<file path="src/pkg/range_pkg.sv">
package range_pkg;
  // ---------------------------------------------------------------
  // Timing
  // ---------------------------------------------------------------
  localparam int CLK_PERIOD_NS = 4;
  localparam int STEP_NS = 100;
  localparam int STEP_CYCLES = STEP_NS / CLK_PERIOD_NS;
  localparam int MAX_ERROR_NS = 500;
  localparam int MAX_ERROR_CYCLES = MAX_ERROR_NS / CLK_PERIOD_NS;
  localparam int SLOT_US = 250;
  localparam int SLOT_STEPS = SLOT_US * 1000 / STEP_NS;
  localparam int STEPS_PER_SECOND = 10000000;
  localparam int SLOTS_PER_SECOND = 4000;
  localparam int SLOT_INDEX_BITS = 6;
  localparam int OFFSET_BITS = 24;
  localparam int SLOT_BITS = 12;
  localparam int FRAC_BITS = 12;
  localparam int RANGE_INT_BITS = 6;
  localparam int RANGE_BITS = RANGE_INT_BITS + FRAC_BITS;
  // ---------------------------------------------------------------
  // Reset values
  // ---------------------------------------------------------------
  localparam logic [OFFSET_BITS-1:0] OFFSET_RESET = 24'h000000;
  localparam logic [4:0] PRESCALE_RESET = 5'h00;
  localparam logic [RANGE_BITS-1:0] RANGE_RESET = 18'h00000;
  localparam logic [RANGE_BITS-1:0] VELOCITY_RESET = 18'h00000;
  localparam logic [3:0] ALPHA_SHIFT = 4'h2;
  localparam logic [3:0] BETA_SHIFT = 4'h4;
endpackage

</file>
<file path="src/logic/pps_sync.sv">
`timescale 1ns/1ns
module pps_sync (
  input wire logic mclk,
  input wire logic reset_n,
  input wire logic pin,
  output logic rise
);
  // ---------------------------------------------------------------
  // Two-stage synchroniser and edge detect
  // ---------------------------------------------------------------
  typedef struct packed {
    logic meta;
    logic sync;
    logic last;
    logic rise;
  } sync_state_t;
  sync_state_t state;
  sync_state_t next_state;

  always_comb begin
    next_state = state;
    next_state.meta = pin;
    next_state.sync = state.meta;
    next_state.last = state.sync;
    next_state.rise = state.sync & ~state.last;
  end

  always_ff @(posedge mclk or negedge reset_n) begin
    if (!reset_n) begin
      state <= '0;
    end else begin
      state <= next_state;
    end
  end

  assign rise = state.rise;
endmodule

</file>
<file path="src/logic/receipt_timestamp_range_measure.sv">
`timescale 1ns/1ns
module receipt_timestamp_range_measure #(
  parameter int STEP_CYCLES = range_pkg::STEP_CYCLES,
  parameter int SLOT_STEPS = range_pkg::SLOT_STEPS
) (
  input wire logic mclk,
  input wire logic reset_n,
  input wire logic internal_receiver_fitted,
  input wire logic internal_pps,
  input wire logic external_pps,
  input wire logic transmit_request,
  input wire logic [range_pkg::SLOT_BITS-1:0] transmit_slot,
  input wire logic receive_detect,
  input wire logic state_vector_report,
  input wire logic [range_pkg::SLOT_INDEX_BITS-1:0] slot_period_index,
  input wire logic epoch_valid,
  input wire logic [range_pkg::SLOT_BITS-1:0] epoch_slot,
  input wire logic remote_utc_coupled,
  input wire logic altitude_present,
  output logic transmit_time_instant,
  output logic [range_pkg::OFFSET_BITS-1:0] receipt_time_offset,
  output logic receipt_valid,
  output logic [range_pkg::RANGE_BITS-1:0] raw_range,
  output logic [range_pkg::RANGE_BITS-1:0] filtered_range,
  output logic range_valid,
  output logic range_acquired,
  output logic validation_enable,
  output logic slant_compensation_off,
  output logic local_utc_coupled
);
  // ---------------------------------------------------------------
  // Types and state
  // ---------------------------------------------------------------
  typedef enum logic [1:0] {
    RANGE_IDLE = 2'b00,
    RANGE_ACQUIRED = 2'b01
  } range_mode_t;

  typedef struct packed {
    logic [4:0] prescale;
    logic [range_pkg::OFFSET_BITS-1:0] offset;
    logic [range_pkg::SLOT_BITS-1:0] slot;
    logic [range_pkg::FRAC_BITS-1:0] slot_step;
    logic coupled;
    logic tx_armed;
    logic [range_pkg::SLOT_BITS-1:0] tx_slot;
    logic tx_pulse;
    logic [range_pkg::OFFSET_BITS-1:0] stamp;
    logic stamp_valid;
    range_mode_t mode;
    logic [range_pkg::RANGE_INT_BITS-1:0] int_part;
    logic [range_pkg::RANGE_BITS-1:0] raw;
    logic [range_pkg::RANGE_BITS-1:0] est;
    logic [range_pkg::RANGE_BITS-1:0] vel;
    logic [range_pkg::SLOT_BITS-1:0] last_slot;
    logic have_sample;
    logic rng_valid;
    logic validate;
    logic no_altitude;
    logic acquired;
  } core_state_t;

  core_state_t state;
  core_state_t next_state;
  logic int_rise;
  logic ext_rise;

  // ---------------------------------------------------------------
  // Reference pulse synchronisers
  // ---------------------------------------------------------------
  pps_sync int_sync (
    .mclk(mclk),
    .reset_n(reset_n),
    .pin(internal_pps),
    .rise(int_rise)
  );

  pps_sync ext_sync (
    .mclk(mclk),
    .reset_n(reset_n),
    .pin(external_pps),
    .rise(ext_rise)
  );

  // ---------------------------------------------------------------
  // Helpers
  // ---------------------------------------------------------------
  function automatic logic [range_pkg::RANGE_BITS-1:0] shift_down(
    input logic [range_pkg::RANGE_BITS-1:0] value,
    input logic [3:0] amount
  );
    logic signed [range_pkg::RANGE_BITS-1:0] s;
    s = value;
    return range_pkg::RANGE_BITS'(s >>> amount);
  endfunction

  function automatic logic [range_pkg::FRAC_BITS-1:0] slot_frac(
    input logic [range_pkg::FRAC_BITS-1:0] rx_step
  );
    return rx_step;
  endfunction

  function automatic logic [range_pkg::SLOT_BITS-1:0] slot_diff(
    input logic [range_pkg::SLOT_BITS-1:0] later,
    input logic [range_pkg::SLOT_BITS-1:0] earlier
  );
    return later - earlier;
  endfunction

  function automatic logic [range_pkg::RANGE_INT_BITS-1:0] whole_slots(
    input logic [range_pkg::SLOT_BITS-1:0] elapsed
  );
    return elapsed[range_pkg::RANGE_INT_BITS-1:0];
  endfunction

  function automatic logic last_step_of_slot(
    input logic [range_pkg::FRAC_BITS-1:0] step
  );
    return step == range_pkg::FRAC_BITS'(SLOT_STEPS - 1);
  endfunction

  function automatic logic at_slot_start(
    input logic [4:0] prescale,
    input logic [range_pkg::FRAC_BITS-1:0] step
  );
    return prescale == range_pkg::PRESCALE_RESET && step == '0;
  endfunction

  function automatic logic second_overrun(
    input logic [range_pkg::OFFSET_BITS-1:0] offset
  );
    return offset == range_pkg::OFFSET_BITS'(range_pkg::STEPS_PER_SECOND + 1);
  endfunction

  function automatic logic [range_pkg::RANGE_BITS-1:0] predict(
    input logic [range_pkg::RANGE_BITS-1:0] est,
    input logic [range_pkg::RANGE_BITS-1:0] vel,
    input logic [range_pkg::SLOT_BITS-1:0] slots
  );
    logic [range_pkg::RANGE_BITS+range_pkg::SLOT_BITS-1:0] travel;
    travel = vel * slots;
    return est + travel[range_pkg::RANGE_BITS-1:0];
  endfunction

  // ---------------------------------------------------------------
  // Next-state logic
  // ---------------------------------------------------------------
  logic second_edge;
  logic step_tick;
  logic [range_pkg::RANGE_INT_BITS-1:0] whole;
  logic [range_pkg::RANGE_BITS-1:0] sample;
  logic [range_pkg::RANGE_BITS-1:0] predicted;
  logic [range_pkg::RANGE_BITS-1:0] residual;
  logic [range_pkg::SLOT_BITS-1:0] gap;
  logic fire;

  always_comb begin
    next_state = state;
    whole = '0;
    sample = '0;
    predicted = '0;
    residual = '0;
    gap = '0;
    fire = 1'b0;
    // ---------------------------------------------------------------
    // Reference selection
    // ---------------------------------------------------------------
    second_edge = internal_receiver_fitted ? int_rise : ext_rise;
    step_tick = (state.prescale == 5'(STEP_CYCLES - 1));
    next_state.tx_pulse = 1'b0;
    next_state.stamp_valid = 1'b0;

    // ---------------------------------------------------------------
    // Timebase
    // ---------------------------------------------------------------
    if (second_edge) begin
      next_state.prescale = range_pkg::PRESCALE_RESET;
      next_state.offset = range_pkg::OFFSET_RESET;
      next_state.slot = '0;
      next_state.slot_step = '0;
      next_state.coupled = 1'b1;
    end else if (step_tick) begin
      next_state.prescale = range_pkg::PRESCALE_RESET;
      next_state.offset = state.offset + 1'b1;
      if (last_step_of_slot(state.slot_step)) begin
        next_state.slot_step = '0;
        next_state.slot = state.slot + 1'b1;
      end else begin
        next_state.slot_step = state.slot_step + 1'b1;
      end
    end else begin
      next_state.prescale = state.prescale + 1'b1;
    end

    // ---------------------------------------------------------------
    // Coupling lost after a missed second
    // ---------------------------------------------------------------
    if (!second_edge && step_tick && second_overrun(state.offset)) begin
      next_state.coupled = 1'b0;
    end

    // ---------------------------------------------------------------
    // Transmit on the slot boundary
    // ---------------------------------------------------------------
    if (transmit_request) begin
      next_state.tx_armed = 1'b1;
      next_state.tx_slot = transmit_slot;
    end
    fire = state.tx_armed && state.slot == state.tx_slot
           && at_slot_start(state.prescale, state.slot_step);
    if (fire) begin
      next_state.tx_pulse = 1'b1;
      next_state.tx_armed = transmit_request;
    end

    // ---------------------------------------------------------------
    // Receipt stamp
    // ---------------------------------------------------------------
    if (receive_detect) begin
      next_state.stamp = state.offset;
      next_state.stamp_valid = 1'b1;
    end

    // ---------------------------------------------------------------
    // Range on each state report
    // ---------------------------------------------------------------
    if (receive_detect && state_vector_report) begin
      whole = whole_slots(slot_diff(state.slot,
                                    range_pkg::SLOT_BITS'(slot_period_index)));
      if (epoch_valid) begin
        whole = whole_slots(slot_diff(state.slot, epoch_slot));
        next_state.int_part = whole;
        next_state.mode = RANGE_ACQUIRED;
        next_state.acquired = 1'b1;
      end else begin
        whole = state.int_part;
      end
      sample = {whole, slot_frac(state.slot_step)};
      next_state.raw = sample;
      // -------------------------------------------------------------
      // Range filter
      // -------------------------------------------------------------
      if (epoch_valid || state.mode == RANGE_ACQUIRED) begin
        gap = slot_diff(state.slot, state.last_slot);
        next_state.last_slot = state.slot;
        if (!state.have_sample || epoch_valid) begin
          next_state.est = sample;
          next_state.vel = range_pkg::VELOCITY_RESET;
          next_state.have_sample = 1'b1;
        end else begin
          // Prediction scaled by the elapsed slots
          predicted = predict(state.est, state.vel, gap);
          residual = sample - predicted;
          next_state.est = predicted + shift_down(residual, range_pkg::ALPHA_SHIFT);
          if (gap != '0) begin
            next_state.vel = state.vel + shift_down(residual, range_pkg::BETA_SHIFT);
          end
        end
        next_state.rng_valid = 1'b1;
        next_state.no_altitude = !altitude_present;
      end
    end

    // ---------------------------------------------------------------
    // Validation gate
    // ---------------------------------------------------------------
    next_state.validate = state.coupled && remote_utc_coupled
                          && state.mode == RANGE_ACQUIRED;
  end

  // ---------------------------------------------------------------
  // Registers
  // ---------------------------------------------------------------
  always_ff @(posedge mclk or negedge reset_n) begin
    if (!reset_n) begin
      state <= '0;
      state.mode <= RANGE_IDLE;
      state.raw <= range_pkg::RANGE_RESET;
      state.est <= range_pkg::RANGE_RESET;
    end else begin
      state <= next_state;
    end
  end

  // ---------------------------------------------------------------
  // Outputs
  // ---------------------------------------------------------------
  assign transmit_time_instant = state.tx_pulse;
  assign receipt_time_offset = state.stamp;
  assign receipt_valid = state.stamp_valid;
  assign raw_range = state.raw;
  assign filtered_range = state.est;
  assign range_valid = state.rng_valid;
  assign range_acquired = state.acquired;
  assign validation_enable = state.validate;
  assign slant_compensation_off = state.no_altitude;
  assign local_utc_coupled = state.coupled;
endmodule

</file>
<file path="config.mk">
export PLATFORM = sky130hd
export DESIGN_NAME = receipt_timestamp_range_measure
export DESIGN_NICKNAME = d
export VERILOG_FILES = /design/src/pkg/range_pkg.sv /design/src/logic/pps_sync.sv /design/src/logic/receipt_timestamp_range_measure.sv
export SDC_FILE = /design/constraint.sdc
export NUM_CORES = 1
export LEC_CHECK = 0
export ABC_AREA = 1
export BUFFER_PORTS_ARGS = -buffer_cell sky130_fd_sc_hd__buf_2
export CAP_MARGIN = 20
export CORE_MARGIN = 2
export CORE_UTILIZATION = 50
export DETAILED_ROUTE_END_ITERATION = 10
export PLACE_DENSITY = 0.74
export SYNTH_ARGS = -nofsm -noshare
export SYNTH_HDL_FRONTEND = slang
export SYNTH_SLANG_ARGS = --single-unit
</file>
<file path="constraint.sdc">
create_clock -name mclk -period 11.8 [get_ports mclk]
set_input_delay 0.59 -clock mclk [delete_from_list [all_inputs] [get_ports mclk]]
set_output_delay 0.59 -clock mclk [all_outputs]
set_load 0.005 [all_outputs]
</file>
# Word level (Yosys, flattened, before mapping)
# Index checks and enable logic that the tools add are counted.
[op_classes]
bitwise_logic = 4
n_reduce_logical = 26
eq_ne = 4
add_sub_neg = 10
n_mux = 16
mul = 1
[ops]
columns = ["cell", "n"]
rows = [
  ["adder 18 bit", 3],
  ["2-to-1 mux 53 bit", 1],
  ["2-to-1 mux 48 bit", 1],
  ["2-to-1 mux 36 bit", 1],
  ["adder 12 x 1 -> 12 bit, second input constant", 2],
  ["adder 24 x 1 -> 24 bit, second input constant", 1],
  ["== test 24 bit, second input constant", 1],
  ["2-to-1 mux 12 bit", 2],
  ["multiplier 18 x 12 -> 18 bit", 1],
  ["2-to-1 mux 18 bit", 1],
  ["subtractor 18 bit", 1],
  ["2-to-1 mux 13 bit", 1],
  ["== test 12 bit", 1],
  ["== test 12 bit, second input constant", 1],
  ["logical NOT 12 bit", 1],
  ["2-to-1 mux 6 bit", 2],
  ["nonzero test 12 bit", 1],
  ["subtractor 12 bit", 1],
  ["nonzero test 2 bit", 5],
  ["logical AND 1 bit", 8],
  ["2-to-1 mux 1 bit", 6],
  ["AND reduction 2 bit", 3],
  ["AND reduction 3 bit", 2],
  ["subtractor 6 bit", 1],
  ["other kinds (8)", 13],
]
[totals]
word_cells = 89
output_inout_bits = 67
inputBits = 41
register_bits = 178

# Depth between registers and ports, before layout
[depth]
ltp_word = 7
ltp_mapped = 58
mapped_depth_nobuf = 58

# Cells and area by module
# Synthesis repeated with hierarchy kept, for this count alone.
[unflattened]
cells_unflattened = 2058
hier_area_um2 = 16104.2
[by_module_without_submodules]
columns = ["module", "n_inst", "cells_per_inst", "area_each_um2", "seq_area_each_um2"]
rows = [
  ["receipt_timestamp_range_measure", 1, 2046, 15884.0, 4254.1],
  ["pps_sync", 2, 6, 110.1, 100.1],
]

# Least setup slack after synthesis
# Ideal clock, no wire load.
[synth_path]
path_type = "flip-flop to flip-flop"
from = "reg state[131] (netlist bit)"
to = "reg state[34] (netlist bit)"
arrival_ns = 8.713
path_buffers = 1
period_less_slack_ns = 8.831
setup_time_ns = 0.117
path_slack_ns = 2.969
required_time_ns = 11.683
stages_incl_launch_ff = 53
path_cell_list = "dfrtp_1 > inv_1 > ha_1 > inv_1 > fa_1 > nand2_1 > inv_1 > nor2_1 > clkbuf_1 > nand2_1 > fa_1 > inv_1 > fa_1 > fa_1 > ha_1 > inv_1 > fa_1 > inv_1 > [17 not listed] > nand4_1 > inv_1 > nand2_1 > o311ai_0 > nand3_1 > nand2_1 > inv_1 > nand3_1 > nand2_1 > ha_1 > nand4_1 > nor4_1 > nand4_1 > nand3_1 > xor2_1 > nand3_1 > nand3_1 > nand2_1"
[synth_via]
elab_chain_cells = 7
word_cells_on_any_way = 13
classes_between = "5 x add/sub; 1 x mul; 4 x mux; 3 x reduce/logical"
[synth_rtl]
columns = ["element", "line_no", "text"]
rows = [
  ["from (decl)", "receipt_timestamp_range_measure.sv:63", "core_state_t state;"],
  ["from (signal assigned)", "receipt_timestamp_range_measure.sv:281", "state <= next_state;"],
  ["subtractor 12 bit / subtractor 6 bit (equally long branches)", "receipt_timestamp_range_measure.sv:107", "return later - earlier;"],
  ["multiplier 18 x 12 -> 18 bit / 2-to-1 mux 6 bit (equally long branches)", "receipt_timestamp_range_measure.sv:141, receipt_timestamp_range_measure.sv:230", ""],
  ["adder 18 bit / 2-to-1 mux 6 bit (equally long branches)", "receipt_timestamp_range_measure.sv:142, receipt_timestamp_range_measure.sv:227", ""],
  ["subtractor 18 bit", "receipt_timestamp_range_measure.sv:253", "residual = sample - predicted;"],
  ["adder 18 bit", "receipt_timestamp_range_measure.sv:256", "next_state.vel = state.vel + shift_down(residual, range_pkg::BETA_SHIFT);"],
  ["2-to-1 mux 18 bit", "receipt_timestamp_range_measure.sv:255", "if (gap != '0) begin"],
  ["2-to-1 mux 36 bit", "receipt_timestamp_range_measure.sv:246", "if (!state.have_sample || epoch_valid) begin"],
]
# Parallel ways exist; a longest one is shown, timed or not. The select of a mux whose other input is x is not followed.
# A chain may end at the register's enable or synchronous reset.

# Worst setup path in the final report
[layout_path]
from = "reg state[131] (netlist bit)"
to = "reg state[33] (netlist bit)"
# The elaborated chain is that of the path after synthesis.

==> results.toml <==
[outcome]
status = "complete, no violations"

[yosys]
netlist_area_sq_um = 16000
synth-seq-cells = 178
syn_nets = 2333
netlist_top_cells_area = "dfrtp_1, fa_1, nand2_1"
ys_types = 54
synth_cells = 2061
async_reset_ff_share_pct = 100.0
seq_area_frac_synth_pct = 27.84
avgSynthCellArea_sq_um = 7.763
yosysTopAreaCell = "dfrtp_1"
yosysTopAreaCellShare_pct = 27.84
synth_flop_cell = "dfrtp_1"
synth_edf_count = 0
yosysWarnings = 0

[setup_path]
cp_top_family = "adder cells"
path_common_cell = "nand2_1"
reg2reg_to = "state[33]$_DFFE_PN0P_"
crit_path_max_incr_delay_ns = 0.73
crit_required_ns = 12.11
crit_fanout = 8
r2r-start = "state[131]$_DFFE_PN0P_"
crit_slowest_cell = "nor2_1"
worstSetupPathType = "reg2reg"
reg2regPathDepth = 52
reg2reg_slack_ns = 1.17
arrival_ns = 10.94
start_kind = "register"
end_kind = "register"
critPathBufInv = 8

[cts]
insertion_delay_ns = 0.45
cts_buffers = 17
clockBufferDepth = 2
htree_levels = 4
holdBufCountCts = 0
post_cts_buffers = 0
clk_root_buffer_cell = "clkbuf_16"
cts_tree = "built"
post_cts_resized = 0
cts.clk_slew.worst_paths_ns = 0.09
cts_sinks = 178

[die]
die_h_um = 182.9
die_area_sq_um = 33450
die_w_um = 182.9
rows = 65
start_util_pct = 50.70
core_region_area_sq_um = 31560
ios = 108

[hold_path]
min_path_type = "in2reg"
min_to = "ext_sync.next_state[2]$_DFF_PN0_"
holdCritStartpoint = "external_pps"
hold_path_depth = 1

[timing]
fin_ws_ns = 1.169
rsz0062_at_grt = "false"
fin_crit_ns = 10.63
setup_viol = 0
hold_violations = 0
report.final.slew_viol_count = 0
fmax_mhz = 94.06
timing.slew.headroom_pct = 34.56
fin_setup_tns_ns = 0
worstMarginPinSlew_ns = 0.9780
min_period_over_period_pct = 90.09
finClkSkew_ns = 0.02967

[global_routing]
grt_max_degree = 116
grt_pass1_wl_mm = 68.82
grt_overflow_total = 0
antenna_found_initial = 1
grt_usage_pct = 25.87
first_global_vias = 13780

[place]
port_buffers = 95
pre_cts_ws_ns = 1.439
gp_congestion = 0.9308
dp_cells = 2464
dp_hpwl_mm = 32.16

[pwr]
powerDensity_nw_per_um2 = 184.4
leakagePower_nw = 8.893
finalPower_mw = 3.146
peakVddDrop_mv = 0.1277

[drt]
firstDrtPassIters = 5
viasPerCell = 5.439
drc_errors = 0
via_count = 13580
wl_per_cell_um = 16.65
drt-total-wl_mm = 41.55
first_iter_violations = 986
ant_nets = 0

[finish]
mostFrequentLayoutCell = "nand2_1"
drive_above_1_share_pct = 8.071
mostFrequentLayoutCells = "nand2_1, inv_1, dfrtp_1"
fin_nets = 2353
area_delta_synth_final_pct = 6.616
n_antenna_cell = 0
stdcell_count = 2496

[job]
drv_cap = 0
==> layer usage <==
metal	track usage, %	routed length, um	vias up	share of wire (%)
li1	-	-	6493	-
met1	34.23	18140	6534	44
met2	43.62	19570	448	47
met3	3.852	2493	99	6.0
met4	8.960	1331	2	3.2
met5	0	13	-	0.031
==> report_power, final <==
part	internal (mW)	leakage [nW]	switching (mW)
logic	0.638	6.27	1.07
clock network	0.308	0.298	0.299
registers	0.681	2.33	0.148
total	1.63	8.89	1.52
==> worst max-delay path by stage <==
stage	from	end	depth (start not counted)	slack, ns
2_1_floorplan	state[131]$_DFFE_PN0P_	state[34]$_DFFE_PN0P_	52	2.97
6_report	state[131]$_DFFE_PN0P_	state[33]$_DFFE_PN0P_	52	1.17
3_3_place_gp	state[131]$_DFFE_PN0P_	state[34]$_DFFE_PN0P_	51	1.63
5_1_grt	state[131]$_DFFE_PN0P_	state[34]$_DFFE_PN0P_	51	0.26
4_1_cts	state[131]$_DFFE_PN0P_	state[34]$_DFFE_PN0P_	51	1.39
3_5_place_dp	state[131]$_DFFE_PN0P_	state[34]$_DFFE_PN0P_	51	1.44
==> logic make-up after synthesis <==
logic type,Yosys count,share of synthesized area [%]
XOR/XNOR,73,3.996
buffers and inverters,501,13.17
adder cells (fa/ha/maj),231,23.60
AO/OA/AOI/OAI,331,11.29
multiplexers,6,0.4223
flip-flops,178,27.84
AND/OR/NAND/NOR,741,19.68
==> Yosys cell counts, types with 5 or more instances <==
library cell,n
a211oi_1,5
a21o_1,6
a21oi_1,142
buf_4,60
clkbuf_1,37
dfrtp_1,178
fa_1,118
ha_1,113
inv_1,396
mux2_2,6
nand2_1,445
nand3_1,74
nand4_1,17
nor2_1,133
nor2_2,5
nor3_1,23
nor3b_1,5
nor4_1,9
o21ai_0,120
o21bai_1,6
o22ai_1,20
or2_2,5
xnor2_1,26
xor2_1,47
==> final cells by class <==
class,instances,area (sq um)
Clock buffer,18,429.2
Tap cell,402,503.0
Clock inverter,14,183.9
Inverter,401,1505
Fill cell,2952,14500
Timing Repair Buffer,101,529.3
Sequential cell,178,4454
Multi-Input combinational cell,1382,9453
==> stage by stage <==
step	area [sq um]	hold slack [ns]	utilization, %
detailed placement	16440	0.3370	52.11
global placement	16440	0.3343	52.11
global route	17060	0.2342	54.06
floorplan	16000	0.2944	-
finish	17060	0.2418	54.06
CTS	17060	0.2353	54.06
==> flip-flops by register name, indices dropped and copies added, names as in the netlist <==
name	flops
ext_sync.next_state	2
ext_sync.rise	1
ext_sync.state	1
filtered_range	18
int_sync.next_state	2
int_sync.rise	1
int_sync.state	1
local_utc_coupled	1
range_valid	1
raw_range	18
receipt_time_offset	24
receipt_valid	1
slant_compensation_off	1
state	104
transmit_time_instant	1
validation_enable	1
No activity file was read; power rests on OpenSTA's default activity.
